**config.mk**
```make
export PLATFORM = sky130hd
export DESIGN_NAME = cjil_exec
export DESIGN_NICKNAME = d
export VERILOG_FILES = /design/src/cjil_pkg.sv /design/src/cjil_flags_if.sv /design/src/cjil_cond.sv /design/src/cjil_cycle_cnt.sv /design/src/cjil_exec.sv
export SDC_FILE = /design/constraint.sdc
export NUM_CORES = 1
export LEC_CHECK = 0
export ABC_AREA = 1
export BUFFER_PORTS_ARGS = -buffer_cell sky130_fd_sc_hd__buf_2
export CORE_ASPECT_RATIO = 0.7
export CORE_MARGIN = 3
export CORE_UTILIZATION = 35
export DETAILED_ROUTE_END_ITERATION = 8
export SLEW_MARGIN = 20
export SYNTH_ARGS = -nofsm -noshare
export SYNTH_HDL_FRONTEND = slang
export SYNTH_SLANG_ARGS = --single-unit
```
**constraint.sdc**
```tcl
create_clock -name core_clk_i -period 4.4 [get_ports core_clk_i]
set_input_delay 1.1 -clock core_clk_i [delete_from_list [all_inputs] [get_ports core_clk_i]]
set_output_delay 1.1 -clock core_clk_i [all_outputs]
set_load 0.1 [all_outputs]
```
**src/cjil_pkg.sv**
```systemverilog
package cjil_pkg;
	// Opcodes
	localparam logic [7:0] OP_CPL_A = 8'hB4;
	localparam logic [7:0] OP_CPL_B = 8'hC4;
	localparam logic [7:0] OP_CPL_FREG = 8'hD4;
	localparam logic [7:0] OP_SJ = 8'h00;
	localparam logic [7:0] OP_LJ_DIR = 8'h89;
	localparam logic [7:0] OP_LJ_IND = 8'h99;
	localparam logic [7:0] OP_LJ_IDX = 8'hA9;
	localparam logic [7:0] OP_PREFIX = 8'hF4;
	localparam logic [7:0] OP_LJ_OFS = 8'hE9;
	localparam logic [7:0] OP_JCND_LAST = 8'h0F;
	localparam logic [7:0] OP_BIT_CLR_R = 8'h77;
	localparam logic [7:0] OP_BIT_CLR_P = 8'hA7;
	localparam logic [7:0] OP_BIT_SET_R = 8'h76;
	localparam logic [7:0] OP_BIT_SET_P = 8'hA6;
	localparam logic [7:0] OP_SP_LOAD = 8'hFD;
	localparam logic [7:0] OP_FLAGS_LOAD = 8'hF0;
	// Condition codes (low nibble of 01..0F)
	localparam logic [3:0] CC_NEG = 4'h1;
	localparam logic [3:0] CC_ZERO = 4'h2;
	localparam logic [3:0] CC_CARRY = 4'h3;
	localparam logic [3:0] CC_POS = 4'h4;
	localparam logic [3:0] CC_POS_ZERO = 4'h5;
	localparam logic [3:0] CC_NONZERO = 4'h6;
	localparam logic [3:0] CC_NO_CARRY = 4'h7;
	localparam logic [3:0] CC_OVF = 4'h8;
	localparam logic [3:0] CC_LT = 4'h9;
	localparam logic [3:0] CC_LE = 4'hA;
	localparam logic [3:0] CC_HS = 4'hB;
	localparam logic [3:0] CC_NO_OVF = 4'hC;
	localparam logic [3:0] CC_GE = 4'hD;
	localparam logic [3:0] CC_GT = 4'hE;
	localparam logic [3:0] CC_LO = 4'hF;
	// Cycle counts
	localparam int CNT_W = 5;
	localparam logic [4:0] CYC_CPL_AB = 5'h08;
	localparam logic [4:0] CYC_CPL_FREG = 5'h06;
	localparam logic [4:0] CYC_SJ = 5'h07;
	localparam logic [4:0] CYC_LJ_DIR = 5'h09;
	localparam logic [4:0] CYC_LJ_IND = 5'h08;
	localparam logic [4:0] CYC_LJ_IDX = 5'h0B;
	localparam logic [4:0] CYC_LJ_OFS = 5'h10;
	localparam logic [4:0] CYC_JCND = 5'h05;
	localparam logic [4:0] CYC_BIT_R = 5'h0A;
	localparam logic [4:0] CYC_BIT_P = 5'h0B;
	localparam logic [4:0] CYC_TAKEN_EXTRA = 5'h02;
	localparam logic [4:0] CYC_SP_LOAD = 5'h07;
	localparam logic [4:0] CYC_FLAGS_LOAD = 5'h06;
	localparam logic [4:0] CYC_ILLEGAL = 5'h01;
	// Flags register layout
	localparam int FL_C = 7;
	localparam int FL_N = 6;
	localparam int FL_Z = 5;
	localparam int FL_V = 4;
	localparam logic [7:0] FLAGS_RST = 8'h00;
	localparam logic [7:0] SP_RST = 8'h01;
	// Write destinations
	localparam logic [1:0] DST_A = 2'h0;
	localparam logic [1:0] DST_B = 2'h1;
	localparam logic [1:0] DST_FREG = 2'h2;
	// APB map
	localparam logic [7:0] ADDR_CTRL = 8'h00;
	localparam logic [7:0] ADDR_STATUS = 8'h04;
	localparam logic [7:0] ADDR_PC = 8'h08;
	localparam logic [7:0] ADDR_SP = 8'h0C;
	localparam int CTRL_EN = 0;
	localparam int STAT_BUSY = 0;
	localparam int STAT_ILL = 1;
	localparam int STAT_TAKEN = 2;
	localparam int STAT_FL_LSB = 8;
	localparam logic CTRL_EN_RST = 1'b1;
endpackage : cjil_pkg
```
**src/cjil_flags_if.sv**
```systemverilog
`timescale 1ns/10ps
`default_nettype none
interface cjil_flags_if;
	logic c;
	logic n;
	logic z;
	logic v;
	modport src (output c, n, z, v);
	modport dst (input c, n, z, v);
endinterface : cjil_flags_if
`default_nettype wire

```
**src/cjil_cond.sv**
```systemverilog
`timescale 1ns/10ps
`default_nettype none
module cjil_cond (
	input wire logic [3:0] cc_i,
	cjil_flags_if.dst fl,
	output logic take_o
);
	always_comb begin
		case (cc_i)
			cjil_pkg::CC_NEG: take_o = fl.n; // see RULE_10
			cjil_pkg::CC_POS: take_o = !fl.n && !fl.z; // see RULE_10
			cjil_pkg::CC_POS_ZERO: take_o = !fl.n; // see RULE_10
			cjil_pkg::CC_CARRY: take_o = fl.c; // see RULE_06
			cjil_pkg::CC_NO_CARRY: take_o = !fl.c; // see RULE_11
			cjil_pkg::CC_ZERO: take_o = fl.z; // see RULE_11
			cjil_pkg::CC_NONZERO: take_o = !fl.z; // see RULE_11
			cjil_pkg::CC_OVF: take_o = fl.v; // see RULE_11
			cjil_pkg::CC_NO_OVF: take_o = !fl.v; // see RULE_11
			cjil_pkg::CC_GT: take_o = !fl.z && (fl.n == fl.v); // see RULE_07 see RULE_16
			cjil_pkg::CC_GE: take_o = fl.n == fl.v; // see RULE_07 see RULE_16
			cjil_pkg::CC_LT: take_o = fl.n != fl.v; // see RULE_08 see RULE_16
			cjil_pkg::CC_LE: take_o = fl.z || (fl.n != fl.v); // see RULE_08 see RULE_16
			cjil_pkg::CC_HS: take_o = fl.c; // see RULE_09 see RULE_16
			cjil_pkg::CC_LO: take_o = !fl.c; // see RULE_09 see RULE_16
			default: take_o = 1'b0;
		endcase
	end
endmodule : cjil_cond
`default_nettype wire

```
**src/cjil_cycle_cnt.sv**
```systemverilog
`timescale 1ns/10ps
`default_nettype none
module cjil_cycle_cnt #(
	parameter int W = 5
) (
	input wire logic core_clk_i,
	input wire logic rst_n_i,
	input wire logic load_i,
	input wire logic [W-1:0] val_i,
	output logic fire_o
);
	logic [W-1:0] cnt_r;
	always_ff @(posedge core_clk_i) begin
		if (!rst_n_i) begin
			cnt_r <= '0;
		end else if (load_i) begin
			cnt_r <= val_i;
		end else if (cnt_r != '0) begin
			cnt_r <= cnt_r - {{(W-1){1'b0}}, 1'b1};
		end
	end
	// High in the last cycle of an instruction
	assign fire_o = (cnt_r == {{(W-1){1'b0}}, 1'b1});
endmodule : cjil_cycle_cnt
`default_nettype wire

```
**src/cjil_exec.sv**
```systemverilog
// What this block does
// RULE_01 - Ones-complement opcodes B4, C4 and D4 invert A, B or a file register in 8, 8 and 6 cycles.
// RULE_02 - Ones complement and both bit-test jumps clear carry and overflow and set negative and zero from the result.
// RULE_03 - Opcode 00 loads the PC with the next address plus the sign-extended short displacement in 7 cycles.
// RULE_04 - Long jumps 89, 99, A9 and prefixed E9 add a 16-bit displacement to the next address in 9, 8, 11, 16 cycles.
// RULE_05 - A taken bit-test or conditional jump lasts two cycles longer than when not taken.
// RULE_06 - Conditional jumps are two bytes and 5 cycles when not taken, and 03 jumps on carry set.
// RULE_07 - Opcode 0E jumps on signed greater-than and 0D on signed greater-or-equal.
// RULE_08 - Opcode 09 jumps on signed less-than and 0A on signed less-or-equal.
// RULE_09 - Opcode 0B jumps on unsigned higher-or-same and 0F on unsigned lower.
// RULE_10 - Opcode 01 jumps on negative, 04 on positive and 05 on positive-or-zero.
// RULE_11 - Opcodes 07, 02, 06, 08 and 0C jump on carry clear, zero, nonzero, overflow and overflow clear.
// RULE_12 - Opcode FD copies register B into the stack pointer in 7 cycles.
// RULE_13 - Opcode F0 writes its immediate byte into the flags register in 6 cycles.
// RULE_14 - Short, long and conditional jumps and the stack pointer load leave the flags unchanged.
// RULE_15 - Opcodes 77/A7 jump when the tested bits are zero and 76/A6 when set, in 10 or 11 cycles.
// RULE_16 - Signed conditions use negative, overflow and zero; unsigned ones use carry and zero. HS (0B) and LO (0F) here test carry only.
`timescale 1ns/10ps
`default_nettype none
module cjil_exec (
	input wire logic core_clk_i,
	input wire logic rst_n_i,
	input wire logic psel,
	input wire logic penable,
	input wire logic pwrite,
	input wire logic [7:0] paddr,
	input wire logic [31:0] pwdata,
	output logic [31:0] prdata,
	output logic pready,
	output logic pslverr,
	input wire logic instr_valid_i,
	output logic instr_ready_o,
	input wire logic [7:0] opcode_i,
	input wire logic [7:0] op1_i,
	input wire logic [7:0] op2_i,
	input wire logic [7:0] op3_i,
	input wire logic [15:0] next_instruction_address_i,
	input wire logic [7:0] reg_a_i,
	input wire logic [7:0] reg_b_i,
	input wire logic [7:0] operand_i,
	input wire logic [15:0] register_pair_pointer_i,
	output logic done_o,
	output logic pc_load_o,
	output logic [15:0] pc_o,
	output logic wr_en_o,
	output logic [1:0] wr_sel_o,
	output logic [7:0] wr_addr_o,
	output logic [7:0] wr_data_o,
	output logic [7:0] stack_pointer_o,
	output logic [7:0] flags_register_o
);
	typedef enum logic [0:0] {CJIL_IDLE, CJIL_EXEC} cjil_state_t;
	cjil_state_t state_r;
	logic en_r;
	logic ill_r;
	logic taken_r;
	logic [7:0] flags_r;
	logic [7:0] sp_r;
	logic accept;
	logic fire;
	logic cond_take;
	logic [4:0] cyc_nxt;
	logic legal_nxt;
	logic jump_nxt;
	logic [15:0] disp_nxt;
	logic wr_nxt;
	logic [1:0] sel_nxt;
	logic [7:0] data_nxt;
	logic fl_wr_nxt;
	logic [7:0] flags_nxt;
	logic sp_wr_nxt;
	logic [7:0] bits_val;
	// Pending results, committed in the instruction's last cycle
	logic p_jump_r;
	logic [15:0] p_pc_r;
	logic p_wr_r;
	logic p_fl_wr_r;
	logic [7:0] p_flags_r;
	logic p_sp_wr_r;
	logic [7:0] p_sp_r;

	cjil_flags_if fl_bus ();
	assign fl_bus.c = flags_r[cjil_pkg::FL_C];
	assign fl_bus.n = flags_r[cjil_pkg::FL_N];
	assign fl_bus.z = flags_r[cjil_pkg::FL_Z];
	assign fl_bus.v = flags_r[cjil_pkg::FL_V];

	cjil_cond u_cond (
		.cc_i(opcode_i[3:0]),
		.fl(fl_bus),
		.take_o(cond_take)
	);

	cjil_cycle_cnt #(.W(cjil_pkg::CNT_W)) u_cnt (
		.core_clk_i(core_clk_i),
		.rst_n_i(rst_n_i),
		.load_i(accept),
		.val_i(cyc_nxt),
		.fire_o(fire)
	);

	assign instr_ready_o = en_r && (state_r == CJIL_IDLE);
	assign accept = instr_ready_o && instr_valid_i;
	assign bits_val = operand_i & op1_i;

	// Flags after a logic result: C and V cleared, N and Z from value
	function automatic logic [7:0] cjil_logic_flags(input logic [7:0] old, input logic [7:0] res);
		logic [7:0] f;
		f = old;
		f[cjil_pkg::FL_C] = 1'b0;
		f[cjil_pkg::FL_V] = 1'b0;
		f[cjil_pkg::FL_N] = res[7];
		f[cjil_pkg::FL_Z] = (res == 8'h00);
		return f;
	endfunction : cjil_logic_flags

	always_comb begin
		cyc_nxt = cjil_pkg::CYC_ILLEGAL;
		legal_nxt = 1'b1;
		jump_nxt = 1'b0;
		disp_nxt = {{8{op1_i[7]}}, op1_i};
		wr_nxt = 1'b0;
		sel_nxt = cjil_pkg::DST_A;
		data_nxt = 8'h00;
		fl_wr_nxt = 1'b0;
		flags_nxt = flags_r;
		sp_wr_nxt = 1'b0;
		case (opcode_i)
			cjil_pkg::OP_CPL_A, cjil_pkg::OP_CPL_B, cjil_pkg::OP_CPL_FREG: begin
				wr_nxt = 1'b1; // see RULE_01
				if (opcode_i == cjil_pkg::OP_CPL_A) begin
					sel_nxt = cjil_pkg::DST_A;
					data_nxt = ~reg_a_i;
					cyc_nxt = cjil_pkg::CYC_CPL_AB;
				end else if (opcode_i == cjil_pkg::OP_CPL_B) begin
					sel_nxt = cjil_pkg::DST_B;
					data_nxt = ~reg_b_i;
					cyc_nxt = cjil_pkg::CYC_CPL_AB;
				end else begin
					sel_nxt = cjil_pkg::DST_FREG;
					data_nxt = ~operand_i;
					cyc_nxt = cjil_pkg::CYC_CPL_FREG;
				end
				fl_wr_nxt = 1'b1;
				flags_nxt = cjil_logic_flags(flags_r, data_nxt); // see RULE_02
			end
			cjil_pkg::OP_SJ: begin
				jump_nxt = 1'b1; // see RULE_03
				cyc_nxt = cjil_pkg::CYC_SJ;
			end
			cjil_pkg::OP_LJ_DIR: begin
				jump_nxt = 1'b1; // see RULE_04
				disp_nxt = {op1_i, op2_i};
				cyc_nxt = cjil_pkg::CYC_LJ_DIR;
			end
			cjil_pkg::OP_LJ_IND: begin
				jump_nxt = 1'b1; // see RULE_04
				disp_nxt = register_pair_pointer_i;
				cyc_nxt = cjil_pkg::CYC_LJ_IND;
			end
			cjil_pkg::OP_LJ_IDX: begin
				jump_nxt = 1'b1; // see RULE_04
				disp_nxt = {op1_i, op2_i} + {8'h00, reg_b_i};
				cyc_nxt = cjil_pkg::CYC_LJ_IDX;
			end
			cjil_pkg::OP_PREFIX: begin
				// Only the long-jump form of the prefix belongs here
				if (op1_i == cjil_pkg::OP_LJ_OFS) begin
					jump_nxt = 1'b1; // see RULE_04
					disp_nxt = register_pair_pointer_i + {{8{op2_i[7]}}, op2_i};
					cyc_nxt = cjil_pkg::CYC_LJ_OFS;
				end else begin
					legal_nxt = 1'b0;
				end
			end
			cjil_pkg::OP_BIT_CLR_R, cjil_pkg::OP_BIT_CLR_P, cjil_pkg::OP_BIT_SET_R, cjil_pkg::OP_BIT_SET_P: begin
				// Mask in op1, address in op2, displacement in op3
				disp_nxt = {{8{op3_i[7]}}, op3_i};
				if (opcode_i[0]) begin
					jump_nxt = (bits_val == 8'h00); // see RULE_15
				end else begin
					jump_nxt = (bits_val != 8'h00); // see RULE_15
				end
				cyc_nxt = (opcode_i[7:4] == 4'h7) ? cjil_pkg::CYC_BIT_R : cjil_pkg::CYC_BIT_P;
				if (jump_nxt) begin
					cyc_nxt = cyc_nxt + cjil_pkg::CYC_TAKEN_EXTRA; // see RULE_05
				end
				fl_wr_nxt = 1'b1;
				flags_nxt = cjil_logic_flags(flags_r, bits_val); // see RULE_02
			end
			cjil_pkg::OP_SP_LOAD: begin
				sp_wr_nxt = 1'b1; // see RULE_12
				cyc_nxt = cjil_pkg::CYC_SP_LOAD;
			end
			cjil_pkg::OP_FLAGS_LOAD: begin
				fl_wr_nxt = 1'b1; // see RULE_13
				flags_nxt = op1_i;
				cyc_nxt = cjil_pkg::CYC_FLAGS_LOAD;
			end
			default: begin
				if (opcode_i <= cjil_pkg::OP_JCND_LAST) begin
					jump_nxt = cond_take; // see RULE_06
					cyc_nxt = cond_take ? cjil_pkg::CYC_JCND + cjil_pkg::CYC_TAKEN_EXTRA : cjil_pkg::CYC_JCND; // see RULE_05
				end else begin
					legal_nxt = 1'b0;
				end
			end
		endcase
	end

	always_ff @(posedge core_clk_i) begin
		if (!rst_n_i) begin
			state_r <= CJIL_IDLE;
		end else if (accept) begin
			state_r <= CJIL_EXEC;
		end else if (fire) begin
			state_r <= CJIL_IDLE;
		end
	end

	// Latch decoded results at accept; operands may change afterwards
	always_ff @(posedge core_clk_i) begin
		if (!rst_n_i) begin
			p_jump_r <= 1'b0;
			p_pc_r <= 16'h0000;
			p_wr_r <= 1'b0;
			p_fl_wr_r <= 1'b0;
			p_flags_r <= cjil_pkg::FLAGS_RST;
			p_sp_wr_r <= 1'b0;
			p_sp_r <= cjil_pkg::SP_RST;
			wr_sel_o <= cjil_pkg::DST_A;
			wr_addr_o <= 8'h00;
			wr_data_o <= 8'h00;
			ill_r <= 1'b0;
		end else if (accept) begin
			p_jump_r <= jump_nxt;
			p_pc_r <= next_instruction_address_i + disp_nxt; // see RULE_03 see RULE_04
			p_wr_r <= wr_nxt;
			p_fl_wr_r <= fl_wr_nxt;
			p_flags_r <= flags_nxt;
			p_sp_wr_r <= sp_wr_nxt;
			p_sp_r <= reg_b_i; // see RULE_12
			wr_sel_o <= sel_nxt;
			wr_addr_o <= op1_i;
			wr_data_o <= data_nxt;
			ill_r <= !legal_nxt;
		end
	end

	// Commit in the last cycle
	always_ff @(posedge core_clk_i) begin
		if (!rst_n_i) begin
			done_o <= 1'b0;
			pc_load_o <= 1'b0;
			wr_en_o <= 1'b0;
			pc_o <= 16'h0000;
			taken_r <= 1'b0;
		end else begin
			done_o <= (state_r == CJIL_EXEC) && fire;
			pc_load_o <= (state_r == CJIL_EXEC) && fire && p_jump_r;
			wr_en_o <= (state_r == CJIL_EXEC) && fire && p_wr_r;
			if ((state_r == CJIL_EXEC) && fire) begin
				taken_r <= p_jump_r;
				if (p_jump_r) begin
					pc_o <= p_pc_r;
				end
			end
		end
	end

	// Flags change only where a flag write was decoded
	always_ff @(posedge core_clk_i) begin
		if (!rst_n_i) begin
			flags_r <= cjil_pkg::FLAGS_RST;
		end else if ((state_r == CJIL_EXEC) && fire && p_fl_wr_r) begin
			flags_r <= p_flags_r; // see RULE_14
		end
	end

	always_ff @(posedge core_clk_i) begin
		if (!rst_n_i) begin
			sp_r <= cjil_pkg::SP_RST;
		end else if ((state_r == CJIL_EXEC) && fire && p_sp_wr_r) begin
			sp_r <= p_sp_r; // see RULE_12
		end
	end

	assign stack_pointer_o = sp_r;
	assign flags_register_o = flags_r;

	// APB slave, zero wait states
	assign pready = 1'b1;
	always_ff @(posedge core_clk_i) begin
		if (!rst_n_i) begin
			en_r <= cjil_pkg::CTRL_EN_RST;
		end else if (psel && penable && pwrite && (paddr == cjil_pkg::ADDR_CTRL)) begin
			en_r <= pwdata[cjil_pkg::CTRL_EN];
		end
	end

	always_comb begin
		prdata = 32'h0000_0000;
		pslverr = 1'b0;
		case (paddr)
			cjil_pkg::ADDR_CTRL: prdata[cjil_pkg::CTRL_EN] = en_r;
			cjil_pkg::ADDR_STATUS: begin
				prdata[cjil_pkg::STAT_BUSY] = (state_r == CJIL_EXEC);
				prdata[cjil_pkg::STAT_ILL] = ill_r;
				prdata[cjil_pkg::STAT_TAKEN] = taken_r;
				prdata[cjil_pkg::STAT_FL_LSB +: 8] = flags_r;
			end
			cjil_pkg::ADDR_PC: prdata[15:0] = pc_o;
			cjil_pkg::ADDR_SP: prdata[7:0] = sp_r;
			default: pslverr = psel && penable;
		endcase
	end
endmodule : cjil_exec
`default_nettype wire

```
## After elaboration in Yosys (flattened, before gate mapping)

Cells that the tools add are included.
Widths: inputs -> output; s select.

| word-level totals | value |
|---|---|
| bits in registers | 98 |
| input bits | 134 |
| output and inout port bits | 88 |

| cells by class | value |
|---|---|
| add/subtract/negate cells | 5 |
| magnitude comparators | 1 |
| equality and inequality tests | 36 |
| mux-type cells | 38 |
| bitwise gates (word level) | 5 |
| reductions and logical operators | 37 |

Operators by type and width:

| kind | count |
|---|---|
| $eq 8x8->1 const B | 12 |
| $pmux 16 s5 | 1 |
| $pmux 5 s8 | 1 |
| $add 16x16->16 | 2 |
| $eq 4x4->1 const B | 8 |
| $logic_not 8->1 | 4 |
| $mux 8 | 4 |
| $not 8->8 | 3 |
| $pmux 8 s3 | 1 |
| $eq 4x3->1 const B | 5 |
| $mux 5 | 4 |
| $add 16x8->16 | 1 |
| $eq 8x4->1 const B | 2 |
| $eq 8x7->1 const B | 2 |
| $mux 16 | 1 |
| $pmux 8 s2 | 1 |
| $pmux 1 s13 | 1 |
| $reduce_or 13->1 | 1 |
| $logic_and 1x1->1 | 12 |
| $mux 1 | 12 |
| $reduce_or 4->1 | 3 |
| $pmux 5 s2 | 1 |
| $and 8x8->8 | 1 |
| $eq 4x2->1 const B | 2 |
| 25 further kinds | 37 |

## Longest topological paths before layout

| logic depth | value |
|---|---|
| word-level depth | 7 |
| depth in mapped cells | 25 |
| depth with buffers taken out | 25 |

## Cells and area by module

Synthesis repeated with hierarchy kept, for this count alone.

| second synthesis, totals | value |
|---|---|
| cell total of the unflattened synthesis | 1129 |
| area total of the unflattened synthesis | 7325.8 µm² |

Modules (own cells, without submodules):

| module | instances | cells each | area an instance (µm²) |
|---|---|---|---|
| cjil_exec | 1 | 1028 | 6799.0 |
| cjil_cycle_cnt | 1 | 47 | 309.0 |
| cjil_cond | 1 | 54 | 217.7 |

## Worst setup path before layout

OpenSTA, ideal clock, no wires.

| timing | value |
|---|---|
| kind | input-to-output |
| start | in paddr[4] |
| end | out pslverr |
| arrival | 4458 ps |
| data required time | 3300 ps |
| path slack | -1158 ps |
| stages | 5 |
| buffers on the path | 0 |
| cell sequence | nor4_1 -> inv_1 -> nor4_2 -> or2_2 -> nor4_1 |

| on the way | value |
|---|---|
| longest elaborated chain between the ends | 3 |

Ends and longest elaborated chain:

| what | RTL line | RTL |
|---|---|---|
| start: declaration | cjil_exec.sv:26 | `input wire logic [7:0] paddr,` |
| $eq 8x4->1 (tied with other cells) | cjil_exec.sv:304 | `case (paddr)` |
| $reduce_or 4->1 (no source line) (*) | -- |  |
| $mux 1 (*) | cjil_exec.sv:304 |  |
| end: declaration | cjil_exec.sv:30 | `output logic pslverr,` |

Mark *: on every way between the ends. The rest lies on a longest branch, timed or not.

## Final worst setup path

| timing | value |
|---|---|
| start | in op2_i[0] |
| end | reg p_pc_r[12] |

| on the way | value |
|---|---|
| longest elaborated chain between the ends | 4 |

Ends and longest elaborated chain:

| what | RTL line | RTL |
|---|---|---|
| start: declaration | cjil_exec.sv:35 | `input wire logic [7:0] op2_i,` |
| $add 16x16->16 | cjil_exec.sv:170 | `disp_nxt = register_pair_pointer_i + {{8{op2_i[7]}}, op2_i};` |
| $mux 16 | cjil_exec.sv:168 | `if (op1_i == cjil_pkg::OP_LJ_OFS) begin` |
| $pmux 16 s5 (*) | cjil_exec.sv:128 | `case (opcode_i)` |
| $add 16x16->16 (*) | cjil_exec.sv:237 | `p_pc_r <= next_instruction_address_i + disp_nxt;` |
| end signal: assignment | cjil_exec.sv:237 |  |
| end: declaration | cjil_exec.sv:75 | `logic [15:0] p_pc_r;` |

Marked as above.
A chain may end at the register's enable or synchronous reset.

==> run_summary.xml <==
<?xml version="1.0" encoding="UTF-8"?>
<metrics>
  <group name="synthesis">
    <metric name="synth-async-reset-ratio" unit="%">0</metric>
    <metric name="synth_ff_type" unit="">sky130_fd_sc_hd__dfxtp_1</metric>
    <metric name="synth_top_cell_area_share" unit="%">27.1</metric>
    <metric name="synth-seq-area-share" unit="%">27.1</metric>
    <metric name="synth.largest_area_cell" unit="">sky130_fd_sc_hd__dfxtp_1</metric>
    <metric name="ys_seq_elements" unit="">98</metric>
    <metric name="ys_types" unit="">55</metric>
    <metric name="synthesis.area_per_instance" unit="sq um">6.51</metric>
    <metric name="syn-instance-count" unit="">1111</metric>
    <metric name="ys_warn_count" unit="">0</metric>
    <metric name="synth_top_cells_by_area" unit="">sky130_fd_sc_hd__dfxtp_1, sky130_fd_sc_hd__nand2_1, sky130_fd_sc_hd__a21oi_1</metric>
    <metric name="number_of_enable_flip_flop_cells_after_synthesis" unit="">0</metric>
    <metric name="synth_area" unit="sq um">7230</metric>
  </group>
  <group name="placed_design">
    <metric name="postPlaceCellArea" unit="sq um">9200</metric>
    <metric name="place.gp.congestion" unit="">0.969</metric>
    <metric name="dp_hpwl" unit="um">22900</metric>
    <metric name="buffer_ports.inserted" unit="">173</metric>
    <metric name="place_inst" unit="">1615</metric>
  </group>
  <group name="final_layout">
    <metric name="fin_cells" unit="">1631</metric>
    <metric name="final_nets" unit="">1534</metric>
    <metric name="antennaDiodeCount" unit="">0</metric>
    <metric name="post-route-cell-area" unit="sq um">9510</metric>
    <metric name="layout-area-overhead-vs-synth" unit="%">31.5</metric>
    <metric name="fraction_of_layout_cells_with_a_size_suffix_above_1" unit="%">24.3</metric>
  </group>
  <group name="floorplanning">
    <metric name="core_area" unit="sq um">20000</metric>
    <metric name="dieArea" unit="sq um">22400</metric>
    <metric name="die_y" unit="um">126</metric>
    <metric name="start_util" unit="%">36.1</metric>
    <metric name="placement_rows" unit="">43</metric>
    <metric name="num_io_pins" unit="">222</metric>
    <metric name="chipWidth" unit="um">178</metric>
  </group>
  <group name="critical_path">
    <metric name="start_kind" unit="">input pin</metric>
    <metric name="setup.worst_path.end_class" unit="">flip-flop</metric>
    <metric name="cp_max_fo" unit="">5</metric>
    <metric name="worst_ep_required_time" unit="ns">4.69</metric>
    <metric name="critical_path_arrival" unit="ns">4.45</metric>
    <metric name="criticalPathCategory" unit="">in -&gt; reg</metric>
  </group>
  <group name="clock_tree">
    <metric name="total_clock_sinks" unit="">98</metric>
    <metric name="clkSlewWorstSetupHoldPaths" unit="ns">0.07</metric>
    <metric name="cts_tree" unit="">built</metric>
    <metric name="cts_root_buffer" unit="">sky130_fd_sc_hd__clkbuf_16</metric>
    <metric name="postCtsSetupRepairBufs" unit="">0</metric>
    <metric name="cts_buffers" unit="">9</metric>
    <metric name="worst_skew_pair.late_latency" unit="ns">0.35</metric>
    <metric name="ctsHtreeMaxLevel" unit="">3</metric>
    <metric name="cts_hold_repair.buffers" unit="">0</metric>
    <metric name="max-clock-path-buffers" unit="">2</metric>
  </group>
  <group name="sta">
    <metric name="rsz0062_at_grt" unit="">false</metric>
    <metric name="timing.clock.skew" unit="ns">0.00605</metric>
    <metric name="worst_slew_pin_tran" unit="ns">1.11</metric>
    <metric name="setup_viol_count_final" unit="">0</metric>
    <metric name="post-route-min-period" unit="ns">4.15</metric>
    <metric name="setup_tns" unit="ns">0</metric>
    <metric name="timing.final.max_slew_violations" unit="">0</metric>
    <metric name="hold_violations" unit="">0</metric>
    <metric name="fin_worst_hold_slack" unit="ns">0.449</metric>
    <metric name="max_slew_margin" unit="%">26.2</metric>
    <metric name="min_period_over_period" unit="%">94.3</metric>
    <metric name="timing.fmax" unit="GHz">0.241</metric>
  </group>
  <group name="drt">
    <metric name="detailroute.via_count" unit="">8455</metric>
    <metric name="vias_per_cell" unit="">5.18</metric>
    <metric name="wl_per_cell" unit="um">16.9</metric>
    <metric name="drcViolationCount" unit="">0</metric>
    <metric name="drtAntennaViolNets" unit="">0</metric>
    <metric name="drt_iter0_drc" unit="">821</metric>
    <metric name="drt-total-wl" unit="um">27600</metric>
    <metric name="drtPass1Iterations" unit="">5</metric>
  </group>
  <group name="grt">
    <metric name="globalRoute.totalOverflow" unit="">0</metric>
    <metric name="globalRouteTotalUtil" unit="%">24.0</metric>
    <metric name="via_count_of_the_first_global_routing_pass" unit="">7590</metric>
    <metric name="grt_max_degree" unit="">62</metric>
    <metric name="antenna_found_initial" unit="">0</metric>
    <metric name="grt_pass1_wl" unit="um">41900</metric>
  </group>
  <group name="power_and_ir_drop">
    <metric name="power_density" unit="nW/um^2">274</metric>
    <metric name="max-vdd-ir-drop" unit="uV">171</metric>
    <metric name="static-leakage-power" unit="nW">4.73</metric>
    <metric name="p_total" unit="mW">2.61</metric>
  </group>
  <group name="outcome">
    <metric name="run_status" unit="">finished clean</metric>
  </group>
  <group name="flow_run">
    <metric name="timing.max_cap.violations" unit="">0</metric>
  </group>
  <group name="hold_path">
    <metric name="hp-class" unit="">reg -&gt; reg</metric>
  </group>
</metrics>
## worst paths after layout
| path | start | to | slack [ns] | depth (start not counted) |
|---|---|---|---|---|
| max | op2_i[0] | p_pc_r[12]$_SDFFE_PN0P_ | 0.25 | 20 |
| min | p_wr_r$_SDFFE_PN0P_ | wr_en_o$_SDFF_PN0_ | 0.45 | 2 |
| max reg2reg | en_r$_SDFFE_PN1P_ | wr_data_o[6]$_SDFFE_PN0P_ | 2.09 | 8 |
| min reg2reg | p_wr_r$_SDFFE_PN0P_ | wr_en_o$_SDFF_PN0_ | 0.45 | 2 |
## cell type report
type | count | area [sq um]
Clock buffer | 9 | 225
Tap cell | 270 | 338
Fill cell | 2171 | 10500
Timing Repair Buffer | 275 | 1870
Clock inverter | 7 | 61.3
Sequential cell | 98 | 1960
Inverter | 133 | 504
Multi-Input combinational cell | 839 | 4540
## per-layer routing
| layer | vias up | global-route usage (%) | share of wire (%) |
|---|---|---|---|
| met4 | 0 | 4.15 | 1.4 |
| met3 | 32 | 4.85 | 8.6 |
| met2 | 347 | 34.4 | 41 |
| met5 | - | 0 | 0 |
| met1 | 3862 | 37.1 | 49 |
| li1 | 4214 | - | - |
## where the power goes
group	leakage, nW	total (mW)	internal (mW)	switching, mW
Sequential	0.799	0.976	0.940	0.0356
Clock	0.135	0.757	0.393	0.363
Combinational	3.80	0.873	0.295	0.578
Total	4.73	2.61	1.63	0.977
## critical path: stages
cell                       delay [ns]
sky130_fd_sc_hd__buf_2           0.13
sky130_fd_sc_hd__ha_1            0.24
sky130_fd_sc_hd__fa_1            0.42
sky130_fd_sc_hd__nand3_1         0.10
sky130_fd_sc_hd__nand2_1         0.08
sky130_fd_sc_hd__nand2_1         0.09
sky130_fd_sc_hd__a21oi_1         0.15
sky130_fd_sc_hd__xnor2_1         0.17
sky130_fd_sc_hd__nand2_1         0.06
sky130_fd_sc_hd__nand2_1         0.07
sky130_fd_sc_hd__a21oi_1         0.06
sky130_fd_sc_hd__a211o_1         0.31
sky130_fd_sc_hd__ha_1            0.39
sky130_fd_sc_hd__nand2_1         0.06
sky130_fd_sc_hd__o21ai_0         0.27
sky130_fd_sc_hd__a21boi_1        0.14
sky130_fd_sc_hd__o21ai_0         0.22
sky130_fd_sc_hd__xor2_1          0.22
sky130_fd_sc_hd__o21ai_0         0.10
sky130_fd_sc_hd__inv_1           0.07
## stage by stage
step | setup WS [ns] | util (%)
2_1_floorplan | -0.480 | -
3_3_place_gp | -0.122 | 46.0
3_5_place_dp | -0.163 | 46.0
4_1_cts | 0.197 | 47.4
5_1_grt | 0.00249 | 47.5
6_report | 0.249 | 47.5
## cell usage after synthesis, drive strengths merged, types with 3 or more instances
library cell / number
a211oi: 3
a21o: 4
a21oi: 105
a221oi: 13
a22o: 8
a2bb2oi: 4
a31oi: 14
buf: 31
clkbuf: 25
dfxtp: 98
fa: 3
ha: 41
inv: 131
nand2: 239
nand3: 62
nand4: 14
nor2: 126
nor3: 15
nor4: 8
o2111ai: 3
o211ai: 10
o21a: 3
o21ai: 103
o21bai: 9
or2: 4
xnor2: 7
xor2: 9
## what timing repair did
item                                   in CTS  in global routing
setup endpoints to repair                   0                  6
resized for setup                           0                  7
endpoints found under the hold margin       0                  0
## layout by cell type, fill, tap and decap left out, drive strengths merged, types with 15 or more instances in the layout
cell / synthesis / final
dfxtp: 98 / 98
ha: 41 / 41
nand3: 62 / 62
o21ai: 103 / 103
a21oi: 105 / 105
nor2: 126 / 126
nor3: 15 / 15
inv: 131 / 134
nand2: 239 / 239
conb: 2 / 17
buf: 31 / 275
## registers in the layout (all words and copies together) (netlist names), 2 cells and up
signal,flops
stack_pointer_o,8
p_flags_r,8
wr_sel_o,2
wr_data_o,8
p_sp_r,8
wr_addr_o,8
p_pc_r,16
u_cnt.cnt_r,5
flags_register_o,8
pc_o,16
## cell families (layout without fill, tap and decap cells)
group	Yosys count	in the layout	share of synthesized area, %
compound gates	294	294	23.7
xor+xnor	16	16	1.94
fa+ha+maj	44	44	7.93
buf+inv	189	424	11.1
flops	98	98	27.1
other cells	2	17	0.104
simple gates	468	468	28.0
Note: power is estimated with default switching activity, not from simulation.
